===== config.mk =====
export PLATFORM = sky130hd
export DESIGN_NAME = scrc_top
export DESIGN_NICKNAME = d
export VERILOG_FILES = /design/src/scrc_pkg.sv /design/src/scrc_clk_div.sv /design/src/scrc_top.sv
export VERILOG_INCLUDE_DIRS = /design/src /design/src/src
export SDC_FILE = /design/constraint.sdc
export NUM_CORES = 1
export LEC_CHECK = 0
export BUFFER_PORTS_ARGS = -buffer_cell sky130_fd_sc_hd__buf_2
export CAP_MARGIN = 20
export CORE_UTILIZATION = 41
export CTS_CLUSTER_SIZE = 30
export DETAILED_ROUTE_END_ITERATION = 8
export PLACE_DENSITY = 0.73
export RECOVER_POWER = 50
export SETUP_SLACK_MARGIN = 0.05
export SLEW_MARGIN = 20
export SYNTH_ARGS = -nofsm -noshare
export SYNTH_HDL_FRONTEND = slang
export SYNTH_SLANG_ARGS = --single-unit

===== constraint.sdc =====
create_clock -name clock -period 2 [get_ports clock]
set_clock_uncertainty 0.05 [all_clocks]
set_input_delay 0.4 -clock clock [delete_from_list [all_inputs] [get_ports clock]]
set_output_delay 0.4 -clock clock [all_outputs]
set_load 0.05 [all_outputs]

===== src/scrc_consts.svh =====
// constants for the system clock ratio configuration block
//
// Operation
// - pll ratio codes 2..5 give csb ratio
// - lbc clock is one or two csb
// - local bus clock is lbc over 2/4/8
// - memory data moves on both clock edges
// - ratios come from reset config word low
`ifndef SCRC_CONSTS_SVH
`define SCRC_CONSTS_SVH

// ---------------------------------------------------------------
// register offsets (byte addresses)
// ---------------------------------------------------------------
`define SCRC_OFF_STATUS      4'h0
`define SCRC_OFF_LBCTRL      4'h4
`define SCRC_OFF_RATIO       4'h8

// ---------------------------------------------------------------
// field positions
// ---------------------------------------------------------------
`define SCRC_ST_LOCAL_BUS_CLOCK_MODE_BIT     4
`define SCRC_ST_MEMCM_BIT    5
`define SCRC_ST_RSVD_BIT     6
`define SCRC_ST_DONE_BIT     7
`define SCRC_RT_LOCAL_BUS_CLOCK_MODE_LSB     4
`define SCRC_RT_DIV_LSB      8

// ---------------------------------------------------------------
// pll ratio codes, reset values and the memory clock half period
// ---------------------------------------------------------------
`define SCRC_PLL_2TO1        4'h2
`define SCRC_PLL_3TO1        4'h3
`define SCRC_PLL_4TO1        4'h4
`define SCRC_PLL_5TO1        4'h5
`define SCRC_LBDIV_RST       2'h2
`define SCRC_MEM_HALF        4'h1

`endif


===== src/scrc_pkg.sv =====
// types for the system clock ratio configuration block
package scrc_pkg;

   // local bus divider field encodings
   typedef enum logic [1:0] {
      SCRC_DIV2 = 2'h0,
      SCRC_DIV4 = 2'h1,
      SCRC_DIV8 = 2'h2,
      SCRC_DIVX = 2'h3
   } scrc_lbdiv_t;

endpackage : scrc_pkg


===== src/scrc_clk_div.sv =====
// toggle divider making a clock-like output from a half-period count
`timescale 1ns/10ps
module scrc_clk_div #(
   parameter int W = 4                  // width of the half-period count
) (
   input  wire logic         clock,     // block clock
   input  wire logic         rst,       // async reset, active high
   input  wire logic         clk_en,    // freezes state while low
   input  wire logic         run,       // enables toggling
   input  wire logic [W-1:0] half_cnt,  // cycles per half period, not zero
   output logic              clk_out    // divided clock, from a flop
);

   logic [W-1:0] cnt_ff;                // cycles spent in this half
   logic         out_ff;                // output level

   // ---------------------------------------------------------------
   // counter and toggle
   // ---------------------------------------------------------------
   // a new half_cnt is compared on every cycle, so a live change can end
   // the current half early, as a runt shorter than the old half period
   always_ff @(posedge clock or posedge rst) begin
      if (rst) begin
         cnt_ff <= '0;
         out_ff <= 1'b0;
      end else if (clk_en) begin
         if (!run) begin
            cnt_ff <= '0;
            out_ff <= 1'b0;
         end else if (cnt_ff >= half_cnt - W'(1)) begin
            cnt_ff <= '0;
            out_ff <= ~out_ff;
         end else begin
            cnt_ff <= cnt_ff + W'(1);
         end
      end
   end

   assign clk_out = out_ff;

endmodule : scrc_clk_div


===== src/scrc_top.sv =====
// clock ratio configuration: strap capture, ratio decode, clock dividers
`timescale 1ns/10ps
`include "scrc_consts.svh"
module scrc_top (
   input  wire logic        clock,                 // 100 MHz block clock
   input  wire logic        rst,                   // power-on reset, async high
   input  wire logic        clk_en,                // freezes all state when low
   input  wire logic [3:0]  pll_ratio_field,       // strap, ratio code
   input  wire logic        local_bus_clock_mode,  // strap, 1 = lbc at 2x csb
   input  wire logic        memory_clock_mode,     // strap, memory clock mode
   input  wire logic [3:0]  address,               // avalon byte address
   input  wire logic        read,                  // avalon read
   input  wire logic        write,                 // avalon write
   input  wire logic [31:0] writedata,             // avalon write data
   input  wire logic [3:0]  byteenable,            // avalon byte lanes
   output logic [31:0]      readdata,              // avalon read data
   output logic             waitrequest,           // avalon stall
   output logic [2:0]       csb_ratio,             // csb to input ratio, 0 if bad
   output logic [1:0]       lbc_mult,              // lbc to csb multiple
   output logic [3:0]       lb_divisor,            // lbc to local bus divisor
   output logic             cfg_done,              // straps captured
   output logic             cfg_reserved,          // captured code is reserved
   output logic             local_bus_clock_out,   // external local bus clock
   output logic             memory_clock,          // memory clock
   output logic             mem_beat               // one data beat per edge
);
   import scrc_pkg::*;

   // ---------------------------------------------------------------
   // declarations
   // ---------------------------------------------------------------
   logic [3:0]  pll_ratio_ff;        // captured ratio code
   logic        local_bus_clock_mode_ff;             // captured lbc mode
   logic        memcm_ff;            // captured memory clock mode
   logic        done_ff;             // capture has happened
   logic [2:0]  csb_ratio_ff;        // decoded csb ratio
   logic        rsvd_ff;             // reserved code seen
   logic [1:0]  lbc_mult_ff;         // 1 or 2
   scrc_lbdiv_t lbdiv_ff;            // local bus divider field
   logic [3:0]  lb_divisor_ff;       // 2, 4 or 8
   logic [3:0]  lb_half;             // local bus half period in clocks
   logic        beat_ff;             // memory beat strobe
   logic [31:0] readdata_ff;         // read data register
   logic        waitreq_ff;          // waitrequest register
   logic        req;                 // a request is on the bus
   logic        take;                // request completes this edge

   // ---------------------------------------------------------------
   // strap capture
   // ---------------------------------------------------------------
   // straps are sampled by a clocked process on the first enabled edge
   // after release, never loaded by the reset itself
   always_ff @(posedge clock or posedge rst) begin
      if (rst) begin
         pll_ratio_ff <= 4'h0;
         local_bus_clock_mode_ff      <= 1'b0;
         memcm_ff     <= 1'b0;
         done_ff      <= 1'b0;
      end else if (clk_en && !done_ff) begin
         pll_ratio_ff <= pll_ratio_field;
         local_bus_clock_mode_ff      <= local_bus_clock_mode;
         memcm_ff     <= memory_clock_mode;
         done_ff      <= 1'b1;
      end
   end

   // ---------------------------------------------------------------
   // ratio decode
   // ---------------------------------------------------------------
   // reserved codes give ratio 0 and a flag; nothing stops the
   // clocks, since the code is the configuring party's to get right
   always_ff @(posedge clock or posedge rst) begin
      if (rst) begin
         csb_ratio_ff <= 3'h0;
         rsvd_ff      <= 1'b0;
         lbc_mult_ff  <= 2'h1;
      end else if (clk_en && done_ff) begin
         rsvd_ff     <= 1'b0;
         lbc_mult_ff <= local_bus_clock_mode_ff ? 2'h2 : 2'h1;
         unique case (pll_ratio_ff)
            `SCRC_PLL_2TO1: csb_ratio_ff <= 3'h2;
            `SCRC_PLL_3TO1: csb_ratio_ff <= 3'h3;
            `SCRC_PLL_4TO1: csb_ratio_ff <= 3'h4;
            `SCRC_PLL_5TO1: csb_ratio_ff <= 3'h5;
            default: begin
               // reserved encodings
               csb_ratio_ff <= 3'h0;
               rsvd_ff      <= 1'b1;
            end
         endcase
      end
   end

   // ---------------------------------------------------------------
   // local bus divider select
   // ---------------------------------------------------------------
   always_ff @(posedge clock or posedge rst) begin
      if (rst) begin
         lb_divisor_ff <= 4'h8;
      end else if (clk_en) begin
         unique case (lbdiv_ff)
            SCRC_DIV2: lb_divisor_ff <= 4'h2;
            SCRC_DIV4: lb_divisor_ff <= 4'h4;
            default:   lb_divisor_ff <= 4'h8;
         endcase
      end
   end

   // the clock input stands for lbc at 2x csb; in 1x mode each half
   // period of the local bus clock doubles
   assign lb_half = local_bus_clock_mode_ff ? {1'b0, lb_divisor_ff[3:1]} : lb_divisor_ff;

   scrc_clk_div #(.W(4)) u_lb_div (
      .clock   (clock),
      .rst     (rst),
      .clk_en  (clk_en),
      .run     (done_ff),
      .half_cnt(lb_half),
      .clk_out (local_bus_clock_out)
   );

   scrc_clk_div #(.W(4)) u_mem_div (
      .clock   (clock),
      .rst     (rst),
      .clk_en  (clk_en),
      .run     (done_ff),
      .half_cnt(`SCRC_MEM_HALF),
      .clk_out (memory_clock)
   );

   // ---------------------------------------------------------------
   // memory beat: one beat on each edge of the memory clock
   // ---------------------------------------------------------------
   always_ff @(posedge clock or posedge rst) begin
      if (rst) begin
         beat_ff <= 1'b0;
      end else if (clk_en) begin
         beat_ff <= done_ff;
      end
   end

   // ---------------------------------------------------------------
   // avalon slave
   // ---------------------------------------------------------------
   // one wait cycle per access keeps read data straight from a flop
   assign req  = read | write;
   assign take = req & ~waitreq_ff;

   always_ff @(posedge clock or posedge rst) begin
      if (rst) begin
         waitreq_ff <= 1'b1;
      end else if (clk_en) begin
         waitreq_ff <= ~(req & waitreq_ff);
      end
   end

   // local bus control register; reserved code 3 is not stored
   // the write lands only at the edge that completes the access, the
   // same edge at which the master sees waitrequest low
   always_ff @(posedge clock or posedge rst) begin
      if (rst) begin
         lbdiv_ff <= scrc_lbdiv_t'(`SCRC_LBDIV_RST);
      end else if (clk_en && take && write && byteenable[0] &&
                   address == `SCRC_OFF_LBCTRL &&
                   writedata[1:0] != SCRC_DIVX) begin
         lbdiv_ff <= scrc_lbdiv_t'(writedata[1:0]);
      end
   end

   // read mux loads while the wait cycle runs; unmapped reads zero
   always_ff @(posedge clock or posedge rst) begin
      if (rst) begin
         readdata_ff <= 32'h0;
      end else if (clk_en && read && waitreq_ff) begin
         readdata_ff <= 32'h0;
         unique case (address)
            `SCRC_OFF_STATUS: begin
               readdata_ff[3:0]                <= pll_ratio_ff;
               readdata_ff[`SCRC_ST_LOCAL_BUS_CLOCK_MODE_BIT]  <= local_bus_clock_mode_ff;
               readdata_ff[`SCRC_ST_MEMCM_BIT] <= memcm_ff;
               readdata_ff[`SCRC_ST_RSVD_BIT]  <= rsvd_ff;
               readdata_ff[`SCRC_ST_DONE_BIT]  <= done_ff;
            end
            `SCRC_OFF_LBCTRL: readdata_ff[1:0] <= lbdiv_ff;
            `SCRC_OFF_RATIO: begin
               readdata_ff[2:0]                      <= csb_ratio_ff;
               readdata_ff[`SCRC_RT_LOCAL_BUS_CLOCK_MODE_LSB +: 2]   <= lbc_mult_ff;
               readdata_ff[`SCRC_RT_DIV_LSB +: 4]    <= lb_divisor_ff;
            end
            default: readdata_ff <= 32'h0;
         endcase
      end
   end

   // ---------------------------------------------------------------
   // outputs
   // ---------------------------------------------------------------
   assign readdata     = readdata_ff;
   assign waitrequest  = waitreq_ff;
   assign csb_ratio    = csb_ratio_ff;
   assign lbc_mult     = lbc_mult_ff;
   assign lb_divisor   = lb_divisor_ff;
   assign cfg_done     = done_ff;
   assign cfg_reserved = rsvd_ff;
   assign mem_beat     = beat_ff;

   // helper: enabled cycles since the last local bus clock edge
   // a half period in flight when the divisor changes is a runt, so
   // it is skipped; the one after it must already have the new length
   logic [4:0] lb_gap_ff;            // cycles since last detected edge
   logic       lb_prev_ff;           // clock level one edge earlier
   logic [3:0] lb_half_prev_ff;      // half period one edge earlier
   logic       lb_skip_ff;           // half period spans a divisor change
   always_ff @(posedge clock or posedge rst) begin
      if (rst) begin
         lb_gap_ff       <= 5'h0;
         lb_prev_ff      <= 1'b0;
         lb_half_prev_ff <= 4'h0;
         lb_skip_ff      <= 1'b1;
      end else if (clk_en) begin
         lb_prev_ff      <= local_bus_clock_out;
         lb_gap_ff       <= (local_bus_clock_out != lb_prev_ff) ? 5'h1 : lb_gap_ff + 5'h1;
         lb_half_prev_ff <= lb_half;
         if (lb_half != lb_half_prev_ff) begin
            // change seen: set wins over a clearing edge
            lb_skip_ff <= 1'b1;
         end else if (local_bus_clock_out != lb_prev_ff) begin
            lb_skip_ff <= 1'b0;
         end
      end
   end
endmodule : scrc_top


; Word level (Yosys, flattened, before mapping)
; Cells that the tools add are included.
[word_totals]
register_bits = 43
inputBits = 51
out_inout_bits = 47
wordCells = 72
[classes]
addsub = 3
magnitude_cmp = 2
eq_ne = 10
muxes = 19
bitwise_logic = 7
reduce_logical = 15
[ops]
columns = operator, n
row1 = $mux W4, 6
row2 = $eq A4 B3 Y1 const B, 3
row3 = $pmux W3 S4, 1
row4 = $logic_and A1 B1 Y1, 9
row5 = $add A4 B1 Y4 const B, 2
row6 = $eq A4 B2 Y1 const B, 2
row7 = $pmux W4 S2, 1
row8 = $mux W1, 6
row9 = $pmux W2 S3, 1
row10 = $eq A4 B4 Y1 const B, 1
row11 = $ge A4 B1 Y1 const B, 1
row12 = $ge A4 B4 Y1, 1
row13 = $logic_not A4 Y1, 1
row14 = $mux W2, 2
row15 = $ne A2 B1 Y1 const B, 2
row16 = $not A1 Y1, 4
row17 = $pmux W2 S2, 1
row18 = $reduce_and A2 Y1, 2
row19 = $reduce_or A4 Y1, 1
row20 = $sub A4 B1 Y4 const B, 1
row21 = $and A1 B1 Y1, 2
row22 = $eq A2 B1 Y1 const B, 1
row23 = $logic_not A2 Y1, 1
row24 = $ne A2 B2 Y1 const B, 1
row25 = other kinds (3), 3

; Logic depth before layout (Yosys ltp)
[depth]
depth_word = 7
depth_mapped = 9
depth_no_buf = 8

; Hierarchy
; From an unflattened synthesis, not the netlist that was laid out.
[unflattened]
cells_unflattened = 221
area_unflattened_um2 = 2313.5
[modules_own_cells]
columns = mod, n_inst, cells_each, area_per_inst_um2, seq_area_each_um2
row1 = scrc_top, 1, 137, 1542.7, 780.7
row2 = scrc_clk_div, 2, 42, 385.4, 125.1

; Worst setup path before layout
; OpenSTA, ideal clock, no wires.
[synth_timing]
path_kind = reg2reg
startpoint = reg lb_divisor_ff[2] (netlist: lb_divisor[2])
endpoint = reg u_lb_div.out_ff (netlist: u_lb_div.clk_out)
setup_ps = 125
t_arrival_ps = 2138
t_required_ps = 1825
slack_ps = -312
path_stages_with_launch = 9
path_buffers = 0
period_less_slack_ps = 2312
cell_sequence = dfrtp_1 -> mux2i_1 -> ha_1 -> xor2_1 -> ha_1 -> o211ai_1 -> o211ai_2 -> nand2_1 -> mux2_2
[synth_between]
elab_chain_cells = 5
[synth_lines]
columns = item, line
row1 = "start, declared", scrc_top.sv:40  ; logic [3:0] lb_divisor_ff;
row2 = "start signal, assigned", scrc_top.sv:99  ; lb_divisor_ff <= 4'h8;
row3 = "start signal, assigned", scrc_top.sv:102  ; SCRC_DIV2: lb_divisor_ff <= 4'h2;
row4 = "start signal, assigned", scrc_top.sv:103  ; SCRC_DIV4: lb_divisor_ff <= 4'h4;
row5 = $mux W4, scrc_top.sv:111  ; assign lb_half = local_bus_clock_mode_ff ? {1'b0, lb_divisor_ff[3:1]} : lb_divisor_ff;
row6 = $sub A4 B1 Y4, scrc_clk_div.sv:30  ; end else if (cnt_ff >= half_cnt - W'(1)) begin
row7 = $ge A4 B4 Y1, scrc_clk_div.sv:30
row8 = $ne A2 B1 Y1 (no source line), n/a
row9 = $reduce_and A2 Y1 (no source line), n/a
row10 = "end signal, assigned", scrc_clk_div.sv:32  ; out_ff <= ~out_ff;
row11 = "end, declared", scrc_clk_div.sv:15  ; logic out_ff;
; Every way passes these cells.
; A chain may end at the register's enable or synchronous reset.

; Worst setup path after layout
[layout_timing]
startpoint = reg local_bus_clock_mode_ff
endpoint = reg u_lb_div.cnt_ff[0]
[layout_between]
elab_chain_cells = 5
[layout_lines]
columns = item, line
row1 = "start, declared", scrc_top.sv:33  ; logic local_bus_clock_mode_ff;
row2 = "start signal, assigned", scrc_top.sv:61  ; local_bus_clock_mode_ff <= local_bus_clock_mode;
row3 = $mux W4, scrc_top.sv:111
row4 = $sub A4 B1 Y4, scrc_clk_div.sv:30
row5 = $ge A4 B4 Y1, scrc_clk_div.sv:30
row6 = $mux W4, scrc_clk_div.sv:30
row7 = $mux W4, scrc_clk_div.sv:27  ; if (!run) begin
row8 = "end signal, assigned", scrc_clk_div.sv:34  ; cnt_ff <= cnt_ff + W'(1);
row9 = "end, declared", scrc_clk_div.sv:14  ; logic [W-1:0] cnt_ff;
; Every way passes these cells.

==> results.md <==
- Initial antenna violation count: 0
- Critical path type: register to register
- Final setup viols: 3
- Clock Sinks: 37
- TNS Setup: -0.309 ns
- DR WL/cell: 13.9 um
- VDD IR max: 453 uV
- Cts hold-fix bufs: 0
- Syn Area/Cell: 10.8 um2
- P_leak: 1.14 nW
- Max Slew Vio Count: 0
- CTS tree: built
- R2R Path End: u_lb_div.cnt_ff[0]
- DR vias: 1415
- GP Congestion: 0.767
- Area grow syn2layout: 20.2%
- Mapped cell area: 1920 um2
- Yosys top cell area share: 43.1%
- Die ar.: just under 5000 um2
- Layout cells sized above 1: around two fifths
- YS warnings: 0
- Port bufs: 42
- ANT cells: 0
- Min-delay worst type: primary input to register
- Seq/Total Area, Yosys: 48.5%
- Clock transition at path regs: around 0.070 ns
- WP data arrival: 2.28 ns
- Fmax: 474 MHz
- Clock Power Share: 26.2%
- CP endpoint kind: register
- Reg2Reg Depth: 7
- Post-route antenna net violation count: 0
- Sequential power share: 39.1%
- Ys async rst share: between 90% and 100%
- Largest net degree at the start of global routing: 38
- Slew @ Worst Pin: ~0.95 ns
- Critical Path, Cell by Cell: mux2i_1 -> ha_2 -> ha_4 -> o211ai_1 -> o211ai_2 -> or3b_1 -> o21ai_2
- Tcrit/Tclk final: 105%
- Mapped Cells: 177
- Slew headroom: 36.9%
- H-tree levels: 2
- Gr ovfl total: 0
- CP peak stage delay: 0.41 ns
- Largest fanout on the critical path: 5
- Number of distinct library cells after synthesis: 40
- Initial DRC Count: 42
- Req. time, crit path: 2.17 ns
- Most area-hungry cell type in the Yosys netlist: dfrtp_1
- Worst-skew pair later-pin latency: 0.29 ns
- Min-Delay Startpoint: pll_ratio_field[3]
- First-pass GRT wire length: ~6.7 mm
- Sw Pwr: between 800 and 900 uW
- R2r startpoint: local_bus_clock_mode_ff
- Cts bufs inserted: 5
- Core area: 4410 um2
- Failing checks: setup timing
- Max-Cap Viols: 0
- Final WS setup: -0.108 ns
- Synth area leaders: dfrtp_1 43%, buf_4 9.0%, mux2_2 7.0%
- Fin nets: about 290
- Drt pass-1 iters: 4
- #FFs+latches synth: 37
- Total global-route track usage: 17.5%
- I/O pin count: 98
- # fillers: 416
- Pwr per Cell Area: 1050 nW/um2
- Setup slack, reg-to-reg: -0.11 ns
- Rows: 24
- Critical-path top delay cell: or3b_1
- Top FF cell, synth: dfrtp_1
- Final Hold Viols: 0
- Hpwl dp: 2.83 mm
- Post-synth EDFFs: 0
- Hold EP: pll_ratio_ff[3]
- Status: complete, but fails checks
- Final cell count without fillers: 284
- RSZ-0062 raised after global routing: true
- Switching Fraction: 37.0%
- Internal power: 1.53 mW
- Vias in the first global route: 1405
- Combinational Power Share: between 30% and 40%
- Crit. Startpoint: local_bus_clock_mode_ff
- Effective utilization at floorplan: 43.5%
- Tmin final: 2.11 ns
- DRC violations left: 0
- Startpoint Class: register
- Total wire length: 3.96 mm
- Clock buffer depth: 2
- Root Buffer: clkbuf_8
- Number of cells on the worst hold path: 2
- Die span in x: 70.4 um
- Number of cells after detailed placement: 273
- Die Y: 70.4 um
- Drt via density: 4.98
[routing by layer]
layer	wire length [um]	vias to the layer above	GRT usage (%)
met5	0	-	0
met1	1880	670	23.3
met4	61	0	6.89
li1	-	690	-
met3	209	6	5.48
met2	1810	49	26.6
[layout by cell type (no fill, tap or decap), types with 3 or more instances in the layout]
| cell type | n |
|---|---|
| a21oi_1 | 3 |
| a22o_1 | 6 |
| a22oi_1 | 3 |
| and2b_1 | 4 |
| buf_2 | 42 |
| buf_4 | 12 |
| clkbuf_8 | 5 |
| conb_1 | 22 |
| dfrtp_1 | 31 |
| dfstp_2 | 3 |
| ha_1 | 4 |
| inv_1 | 7 |
| mux2_2 | 12 |
| nand2_1 | 17 |
| nand3_1 | 3 |
| nor2_1 | 4 |
| nor2b_1 | 3 |
| o21ai_0 | 10 |
[cell families (layout without fill, tap and decap cells)]
group           Yosys count  count (layout)  synth area share (%)
buf+inv                  36              70                  11.8
simple gates             45              45                  13.3
mux                      14              14                  8.09
fa+ha+maj                 6               6                  3.91
other cells               1              22                 0.196
compound gates           37              37                  13.7
flops                    37              37                  48.5
xor+xnor                  1               1                 0.457
[worst max-delay path, delay by kind of cell (launching register included)]
family,cells,cell delay [ns]
muxes,1,0.23
and+or+nand+nor,1,0.41
AOI/OAI and AO/OA,3,0.43
DFF,1,0.39
adders and majority gates,2,0.52
[synth_stat cells, types with 2 or more instances]
cell type   n
nand2_1    18
mux2_2     12
clkbuf_1    2
nor2_1      4
a22o_1      6
ha_1        6
nand2b_1    2
nor3b_1     3
o211ai_1    2
nand3_1     2
nor2b_1     3
mux2i_1     2
a22oi_1     3
dfstp_2     4
a222oi_1    2
nor3_1      2
o21ai_0    10
inv_1       7
and2b_1     4
buf_4      23
o22ai_1     3
a21oi_1     3
dfrtp_1    33
buf_2       4
o31ai_1     2
[worst max-delay path by stage]
| stage | endpoint | cells past startpoint |
|---|---|---|
| 5_1_grt | u_lb_div.clk_out | 9 |
| 2_1_floorplan | u_lb_div.clk_out | 8 |
| 6_report | u_lb_div.cnt_ff[0] | 7 |
| 3_5_place_dp | u_lb_div.clk_out | 7 |
| 4_1_cts | u_lb_div.clk_out | 7 |
| 3_3_place_gp | u_lb_div.clk_out | 7 |
[power groups by stage]
stage,clock network (mW),logic [mW],registers [mW]
floorplan,0,0.449,1.12
global placement,0,0.732,0.958
detailed placement,0,0.746,0.963
CTS,0.654,0.832,0.949
global route,0.679,0.914,0.967
finish,0.636,0.843,0.951
[metrics by stage]
stage	hold slack, ns	total power, mW	utilization, %	cell area [um2]	setup WS, ns
2_1_floorplan	0.431	1.57	-	2020	-0.120
3_3_place_gp	0.413	1.69	49.1	2170	-0.136
3_5_place_dp	0.422	1.71	49.1	2170	-0.182
4_1_cts	0.167	2.44	52.4	2310	-0.0899
5_1_grt	0.272	2.56	52.2	2310	-0.220
6_report	0.290	2.43	52.2	2310	-0.108
[flip-flops by register name, summed over array words and instances, names as in the netlist]
register,count
cfg_done,1
cfg_reserved,1
csb_ratio,3
lb_divisor,3
lbc_mult,2
lbdiv_ff,2
local_bus_clock_mode_ff,1
mem_beat,1
memcm_ff,1
pll_ratio_ff,4
readdata,11
u_lb_div.clk_out,1
u_lb_div.cnt_ff,4
u_mem_div.clk_out,1
waitrequest,1
[area by class of cell]
| type | count | area [um2] | area share (%) |
|---|---|---|---|
| repair buffers | 55 | 305 | 13.2 |
| multi-input cells | 125 | 868 | 37.7 |
| well taps | 52 | 65.1 | 2.82 |
| flip-flops and latches | 37 | 933 | 40.5 |
| clock buffers | 6 | 72.6 | 3.15 |
| inverters | 7 | 26.3 | 1.14 |
| clock inverters | 2 | 35.0 | 1.52 |
[repair_timing]
| action | 4_1_cts | 5_1_grt |
|---|---|---|
| resized for setup | 3 | 0 |
| pin swaps | 6 | 1 |
| setup buffers | 3 | 0 |
| setup endpoints to repair | 5 | 5 |
Power figures use the tool's default switching activity.
